## src/logic/cgo_pkg.sv

```systemverilog
// constants of the channel gain and offset correction register bank
//
// Summary of operation
// offset applies to channel data only while offset_correction_enable is set
// each 10-bit offset field is a signed two's-complement number
// gain comes from bits 15-11 of the gain/offset register while enabled
// gain field value N gives a digital gain of N times 0.2 dB
// software writes the same channel-5 offset into registers 0x19 and 0x1a
// software writes the same channel-6 offset into registers 0x1b and 0x1c
// software writes the same channel-7 offset into registers 0x1d and 0x1e
// registers decode at 0x19 to 0x1e; channel 7 gain/offset at 0x1d
// every field resets to zero: zero gain and zero offset
// channel 5 gain lives in bits 15-11 of register 0x19, same enable and scale
// software writes zero to reserved bits
// with enables clear, channel data passes unchanged
package cgo_pkg;

    // ------------------------------------------------------------
    // register map
    // ------------------------------------------------------------
    localparam logic [7:0] CGO_CH5_GAIN_AND_OFFSET = 8'h19;
    localparam logic [7:0] CGO_CH5_OFFSET_COPY = 8'h1a;
    localparam logic [7:0] CGO_CH6_GAIN_AND_OFFSET = 8'h1b;
    localparam logic [7:0] CGO_CH6_OFFSET_COPY = 8'h1c;
    localparam logic [7:0] CGO_CH7_GAIN_AND_OFFSET = 8'h1d;
    localparam logic [7:0] CGO_CH7_OFFSET_COPY = 8'h1e;
    localparam logic [7:0] CGO_CTRL = 8'h03;

    // ------------------------------------------------------------
    // fields and widths
    // ------------------------------------------------------------
    localparam int CGO_ADDR_W = 8;
    localparam int CGO_REG_W = 16;
    localparam int CGO_DATA_W = 14;
    localparam int CGO_GAIN_LSB = 11;
    localparam int CGO_GAIN_W = 5;
    localparam int CGO_OFS_W = 10;
    localparam int CGO_CTRL_GAIN_EN_BIT = 12;
    localparam int CGO_CTRL_OFS_EN_BIT = 8;
    localparam logic [15:0] CGO_GO_MASK = 16'hfbff;
    localparam logic [15:0] CGO_COPY_MASK = 16'h03ff;
    localparam logic [15:0] CGO_CTRL_MASK = 16'h1100;
    localparam logic [15:0] CGO_RESET_VAL = 16'h0000;

    // ------------------------------------------------------------
    // gain scaling: 0.2 dB per step, gain table in q2.12
    // ------------------------------------------------------------
    localparam int CGO_GAIN_FRAC = 12;
    localparam int CGO_MULT_W = 14;

endpackage : cgo_pkg

```

## src/logic/cgo_chan_corr.sv

```systemverilog
// one channel of gain and offset correction on sample data
`timescale 1ns/1ps
`default_nettype none
module cgo_chan_corr
    import cgo_pkg::*;
(
    // clock and reset
    input wire logic clk,
    input wire logic reset,
    // settings
    input wire logic gain_correction_enable,
    input wire logic offset_correction_enable,
    input wire logic [CGO_GAIN_W-1:0] gain,
    input wire logic [CGO_OFS_W-1:0] offset,
    // sample path
    input wire logic in_valid,
    input wire logic signed [CGO_DATA_W-1:0] in_data,
    output logic out_valid,
    output logic signed [CGO_DATA_W-1:0] out_data
);

    // linear factor 10^(N*0.2/20) in q2.12, entry N
    function automatic logic [CGO_MULT_W-1:0] cgo_gain_lin(input logic [CGO_GAIN_W-1:0] n);
        logic [CGO_MULT_W-1:0] t [0:31];
        t = '{14'h1000, 14'h105f, 14'h10c1, 14'h1125, 14'h118b, 14'h11f4, 14'h125f,
              14'h12cc, 14'h133c, 14'h13af, 14'h1425, 14'h149d, 14'h1518, 14'h1595,
              14'h1616, 14'h169a, 14'h1721, 14'h17aa, 14'h1838, 14'h18c8, 14'h195c,
              14'h19f3, 14'h1a8e, 14'h1b2c, 14'h1bce, 14'h1c74, 14'h1d1d, 14'h1dcb,
              14'h1e7d, 14'h1f33, 14'h1fed, 14'h20ab};
        return t[n];
    endfunction : cgo_gain_lin

    // saturate a wide value to the sample width
    function automatic logic signed [CGO_DATA_W-1:0] cgo_sat(input logic signed [31:0] v);
        if (v > 32'sd8191) begin
            return 14'sh1fff;
        end else if (v < -32'sd8192) begin
            return -14'sh2000;
        end
        return v[CGO_DATA_W-1:0];
    endfunction : cgo_sat

    wire logic signed [31:0] ofs_ext = 32'(signed'(offset));
    wire logic signed [31:0] with_ofs = offset_correction_enable ?
        32'(in_data) + ofs_ext : 32'(in_data);
    wire logic [CGO_MULT_W-1:0] mult = gain_correction_enable ?
        cgo_gain_lin(gain) : 14'h1000;
    wire logic signed [31:0] prod = (with_ofs * $signed({18'h0, mult})) >>> CGO_GAIN_FRAC;

    // output sample register
    always_ff @(posedge clk) begin
        if (reset) begin
            out_valid <= 1'b0;
            out_data <= '0;
        end else begin
            out_valid <= in_valid;
            out_data <= cgo_sat(prod);
        end
    end

endmodule : cgo_chan_corr
`default_nettype wire

```

## src/logic/cgo_regs.sv

```systemverilog
// gain and offset register bank for channels 5 to 7 with correction datapath
//
// Design decision made here: the plain strobed port.
`timescale 1ns/1ps
`default_nettype none
module cgo_regs
    import cgo_pkg::*;
(
    // clock and reset
    input wire logic clk,
    input wire logic reset,
    // register port
    input wire logic [CGO_ADDR_W-1:0] reg_addr,
    input wire logic [CGO_REG_W-1:0] reg_wdata,
    input wire logic reg_wr,
    input wire logic reg_rd,
    output logic [CGO_REG_W-1:0] reg_rdata,
    // sample inputs, channels 5..7
    input wire logic in_valid,
    input wire logic [3*CGO_DATA_W-1:0] in_data,
    // corrected samples, channels 5..7
    output logic out_valid,
    output logic [3*CGO_DATA_W-1:0] out_data,
    // copy mismatch flags, channels 5..7
    output logic [2:0] offset_copy_mismatch
);

    // ------------------------------------------------------------
    // storage
    // ------------------------------------------------------------
    logic [CGO_REG_W-1:0] go_r [0:2];
    logic [CGO_REG_W-1:0] copy_r [0:2];
    logic [CGO_REG_W-1:0] ctrl_r;
    logic [2:0] vld;

    // address decode
    wire logic hit_ctrl = reg_addr == CGO_CTRL;
    wire logic [2:0] hit_go = {reg_addr == CGO_CH7_GAIN_AND_OFFSET,
                               reg_addr == CGO_CH6_GAIN_AND_OFFSET,
                               reg_addr == CGO_CH5_GAIN_AND_OFFSET};
    wire logic [2:0] hit_copy = {reg_addr == CGO_CH7_OFFSET_COPY,
                                 reg_addr == CGO_CH6_OFFSET_COPY,
                                 reg_addr == CGO_CH5_OFFSET_COPY};

    // enables
    wire logic gain_correction_enable = ctrl_r[CGO_CTRL_GAIN_EN_BIT];
    wire logic offset_correction_enable = ctrl_r[CGO_CTRL_OFS_EN_BIT];

    // ------------------------------------------------------------
    // register writes
    // ------------------------------------------------------------
    always_ff @(posedge clk) begin
        if (reset) begin
            ctrl_r <= CGO_RESET_VAL;
            for (int i = 0; i < 3; i++) begin
                go_r[i] <= CGO_RESET_VAL;
                copy_r[i] <= CGO_RESET_VAL;
            end
        end else if (reg_wr) begin
            if (hit_ctrl) begin
                ctrl_r <= reg_wdata & CGO_CTRL_MASK;
            end
            for (int i = 0; i < 3; i++) begin
                if (hit_go[i]) begin
                    go_r[i] <= reg_wdata & CGO_GO_MASK; // reserved bit 10 held zero
                end
                if (hit_copy[i]) begin
                    copy_r[i] <= reg_wdata & CGO_COPY_MASK;
                end
            end
        end
    end

    // ------------------------------------------------------------
    // read path: data one cycle after the strobe, zero otherwise
    // ------------------------------------------------------------
    wire logic [CGO_REG_W-1:0] rd_mux =
        hit_ctrl ? ctrl_r :
        hit_go[0] ? go_r[0] : hit_go[1] ? go_r[1] : hit_go[2] ? go_r[2] :
        hit_copy[0] ? copy_r[0] : hit_copy[1] ? copy_r[1] :
        hit_copy[2] ? copy_r[2] : 16'h0000;

    always_ff @(posedge clk) begin
        if (reset) begin
            reg_rdata <= '0;
        end else begin
            reg_rdata <= reg_rd ? rd_mux : 16'h0000;
        end
    end

    // ------------------------------------------------------------
    // copy mismatch status: primary offset differs from its copy
    // ------------------------------------------------------------
    always_ff @(posedge clk) begin
        if (reset) begin
            offset_copy_mismatch <= '0;
        end else begin
            for (int i = 0; i < 3; i++) begin
                offset_copy_mismatch[i] <= go_r[i][CGO_OFS_W-1:0] != copy_r[i][CGO_OFS_W-1:0];
            end
        end
    end

    // ------------------------------------------------------------
    // per-channel correction
    // ------------------------------------------------------------
    for (genvar c = 0; c < 3; c++) begin : g_chan
        cgo_chan_corr u_corr (
            .clk(clk),
            .reset(reset),
            .gain_correction_enable(gain_correction_enable),
            .offset_correction_enable(offset_correction_enable),
            .gain(go_r[c][CGO_GAIN_LSB +: CGO_GAIN_W]),
            .offset(go_r[c][CGO_OFS_W-1:0]),
            .in_valid(in_valid),
            .in_data(in_data[c*CGO_DATA_W +: CGO_DATA_W]),
            .out_valid(vld[c]),
            .out_data(out_data[c*CGO_DATA_W +: CGO_DATA_W])
        );
    end

    assign out_valid = vld[0];

endmodule : cgo_regs
`default_nettype wire
```

## config.mk

```make
export PLATFORM = sky130hd
export DESIGN_NAME = cgo_regs
export DESIGN_NICKNAME = d
export VERILOG_FILES = /design/src/logic/cgo_pkg.sv /design/src/logic/cgo_chan_corr.sv /design/src/logic/cgo_regs.sv
export SDC_FILE = /design/constraint.sdc
export NUM_CORES = 2
export LEC_CHECK = 0
export BUFFER_PORTS_ARGS = -buffer_cell sky130_fd_sc_hd__buf_4
export CAP_MARGIN = 20
export CORE_MARGIN = 8
export CORE_UTILIZATION = 59
export DETAILED_ROUTE_END_ITERATION = 7
export PLACE_DENSITY = 0.89
export SETUP_SLACK_MARGIN = 0.4
export SLEW_MARGIN = 30
export SYNTH_ARGS = -nofsm -noshare
export SYNTH_HDL_FRONTEND = slang
export SYNTH_SLANG_ARGS = --single-unit
```

## constraint.sdc

```tcl
create_clock -name clk -period 11.11 [get_ports clk]
set_clock_uncertainty 0.2 [all_clocks]
set_input_delay 1.6665 -clock clk [delete_from_list [all_inputs] [get_ports clk]]
set_output_delay 1.6665 -clock clk [all_outputs]
set_load 0.01 [all_outputs]
```

==> impl_metrics.tcl <==
set metrics [dict create \
    io_buffers 130 \
    clk_latency_ns 0.49 \
    finalPower_mw 1.72 \
    clk_pin_slew_ns 0.08 \
    n_fill_cell 4349 \
    p_per_area_nw_per_um2 46.7 \
    fp.dieW_um 256 \
    grt_pass1_vias 29175 \
    power.share.sequential_pct 34.8 \
    p_comb_share_pct 30.5 \
    rows 88 \
    syn_to_final_growth_pct 8.44 \
    cpMostUsedCell "fa_1" \
    drive_gt1_share_pct 9.97 \
    synth_top_cell_area_share_pct 37.7 \
    die_y_um 256 \
    yosysUniqueCellTypes 94 \
    final_cells 4643 \
    synth_area_leaders "fa_1 (38%), ha_1 (11%), inv_1 (6.9%)" \
    ir_drop_mv 0.126 \
    end_kind "register" \
    grt_antenna_before_repair 8 \
    max_stage_delay_ns 0.60 \
    drv_slew 0 \
    syn_area_um2 33900 \
    crit_fanout 8 \
    yosys.area.top_type "fa_1" \
    hold_buffers 0 \
    ctsRootBufferMaster "clkbuf_16" \
    drtIter0Drc 3082 \
    numCtsBuffers 17 \
    track_usage_pct 28.4 \
    grt_max_degree 63 \
    synth.avg_cell_area_um2 9.05 \
    drt-total-wl_um 92700 \
    drcViolationCount 0 \
    core_um2 57300 \
    arrival_ns 10.54 \
    required_ns 11.28 \
    htreeDepth 4 \
    final.period_utilization_pct 93.3 \
    hold_class "reg -> reg" \
    max_clock_freq_mhz 96.5 \
    initial_core_util_pct 59.2 \
    ys_seq_elements 138 \
    syn-num-nets 4754 \
    slew_headroom_pct 27.6 \
    cts_tree "yes" \
    grt_pass1_wl_um 150000 \
    grt_overflow 0 \
    p_int_mw 1.08 \
    fin_nets 4863 \
    syn_inst 3750 \
    finalHoldViolations 0 \
    rsz0062_at_grt "false" \
    finalSetupViolations 0 \
    dr.pass1.iters 8 \
    routedWlPerCell_um 20.0 \
    ys_seq_area_share_pct 10.4 \
    pin_count 133 \
    critical_path.slowest_cell "fa_2" \
    total_leakage_power_nw 17.8 \
    drtAntennaViolNets 0 \
    cts.sinks 138 \
    dpl.cell_count 4590 \
    die_area_um2 65400 \
    start_kind "primary input" \
    p_sw_share_pct 36.8 \
    post-route-min-period_ns 10.36 \
    clkPwrFrac_pct 34.7 \
    synth_edf_count 75 \
    tightestPinTransition_ns 1.07 \
    crit_type "in -> reg" \
    ys_async_sr_fraction_pct 0 \
    yosysWarnings 0 \
    place_hpwl_um 74500 \
    routed-via-count 27969 \
    synthFlopType "edfxtp_1" \
    power.switching_uw 633 \
    via_per_inst 6.02 \
    cap_violations 0 \
    cts_buffer_depth 2 \
    status "completed" \
    gp_congestion 1.00 \
]
## cell families (layout without fill, tap and decap cells)
logic type | after synthesis | count (layout) | share of synthesized area, %
and+or+nand+nor | 1149 | 1150 | 15.4
adders and majority gates | 933 | 933 | 48.6
buffers and inverters | 769 | 890 | 8.68
AOI/OAI and AO/OA | 544 | 544 | 10.8
DFF | 138 | 138 | 10.4
xor gates and xnor gates | 133 | 133 | 3.43
muxes | 83 | 83 | 2.71
other | 1 | 7 | 0.0111
## layout by cell type (no fill, tap or decap), drive strengths merged, types with 41 or more instances in the layout
| cell type | netlist | layout |
|---|---|---|
| o21ai | 116 | 116 |
| nor2b | 62 | 62 |
| edfxtp | 75 | 75 |
| dfxtp | 63 | 63 |
| nand2 | 426 | 426 |
| nand3 | 54 | 54 |
| xnor2 | 83 | 83 |
| and2 | 75 | 75 |
| mux2 | 41 | 41 |
| buf | 27 | 231 |
| nand2b | 60 | 60 |
| xor2 | 50 | 50 |
| a21oi | 155 | 155 |
| a21o | 68 | 68 |
| ha | 294 | 294 |
| fa | 639 | 639 |
| nor2 | 357 | 357 |
| inv | 626 | 629 |
## stage by stage
step / worst slack, ns / TNS (ns) / util [%] / cell area, um^2 / hold slack (ns)
detailed placement: -0.344 / -4.65 / 62.8 / 35900 / 0.489
floorplan: 0.581 / 0 / - / 33900 / 0.352
CTS: 0.391 / 0 / 63.8 / 36500 / 0.511
global route: 0.349 / 0 / 64.2 / 36800 / 0.555
finish: 0.746 / 0 / 64.2 / 36800 / 0.508
global placement: 0.0299 / 0 / 62.7 / 35900 / 0.470
## final timing paths
kind | start | endpoint | slack, ns | cells past startpoint
hold reg to reg | copy_r[0][20] | offset_copy_mismatch[2] | 0.51 | 2
setup / recovery | in_data[28] | g_chan[2].u_corr.out_data[2] | 0.75 | 37
hold / removal | copy_r[0][20] | offset_copy_mismatch[2] | 0.51 | 2
setup reg to reg | go_r[0][41] | g_chan[2].u_corr.out_data[2] | 1.43 | 31
## per-layer routing
metal	share of wire, %	track usage (%)	vias to the layer above
met5	0.012	0	-
met4	5.3	13.2	2
met3	12	8.60	385
met2	45	44.1	1694
met1	37	36.2	13674
li1	-	-	12214
## worst max-delay path: cells and delay by family
kind	cells	cell delay [ns]
buffers and inverters	8	1.06
AOI/OAI and AO/OA	11	2.64
xor gates and xnor gates	1	0.14
and+or+nand+nor	8	1.18
adders and majority gates	9	3.84
## synthesized netlist by cell type (50+ instances only)
library cell	instances
nor2_1	356
and2_1	74
a21oi_1	155
nand2b_1	60
nand2_1	426
a21o_1	68
nand3_1	54
edfxtp_1	75
clkbuf_1	115
o21ai_0	102
fa_1	639
ha_1	294
xnor2_1	83
dfxtp_1	63
xor2_1	50
inv_1	625
nor2b_1	62
## power groups by stage
stage          combinational (mW)  clock (mW)  sequential (mW)
5_1_grt                     0.571       0.613            0.600
3_5_place_dp                0.493           0            0.607
4_1_cts                     0.499       0.593            0.596
6_report                    0.524       0.595            0.598
2_1_floorplan               0.329           0            0.599
3_3_place_gp                0.477           0            0.606
## repair_timing
action,in CTS,in global routing
setup buffers,1,12
gates resized for setup,2,47
setup endpoints to repair,21,39
gates cloned,0,2
pin swaps,2,13
## final cells by class
cell class                      count  area, um^2  share of cell area (%)
Antenna cell                        6        15.0                  0.0408
Clock buffer                       21         472                    1.28
Clock inverter                     11        85.1                   0.231
Inverter                          627        2350                    6.40
Multi-Input combinational cell   2844       27600                    75.1
Sequential cell                   138        3520                    9.57
Tap cell                          765         957                    2.60
Timing Repair Buffer              231        1750                    4.77
## state kept, by name (all words and copies together) (netlist names)
register / count
ctrl_r: 2
copy_r: 30
go_r: 45
g_chan.u_corr.out_valid: 1
offset_copy_mismatch: 3
g_chan.u_corr.out_data: 42
reg_rdata: 15
Note: power is estimated with default switching activity, not from simulation.
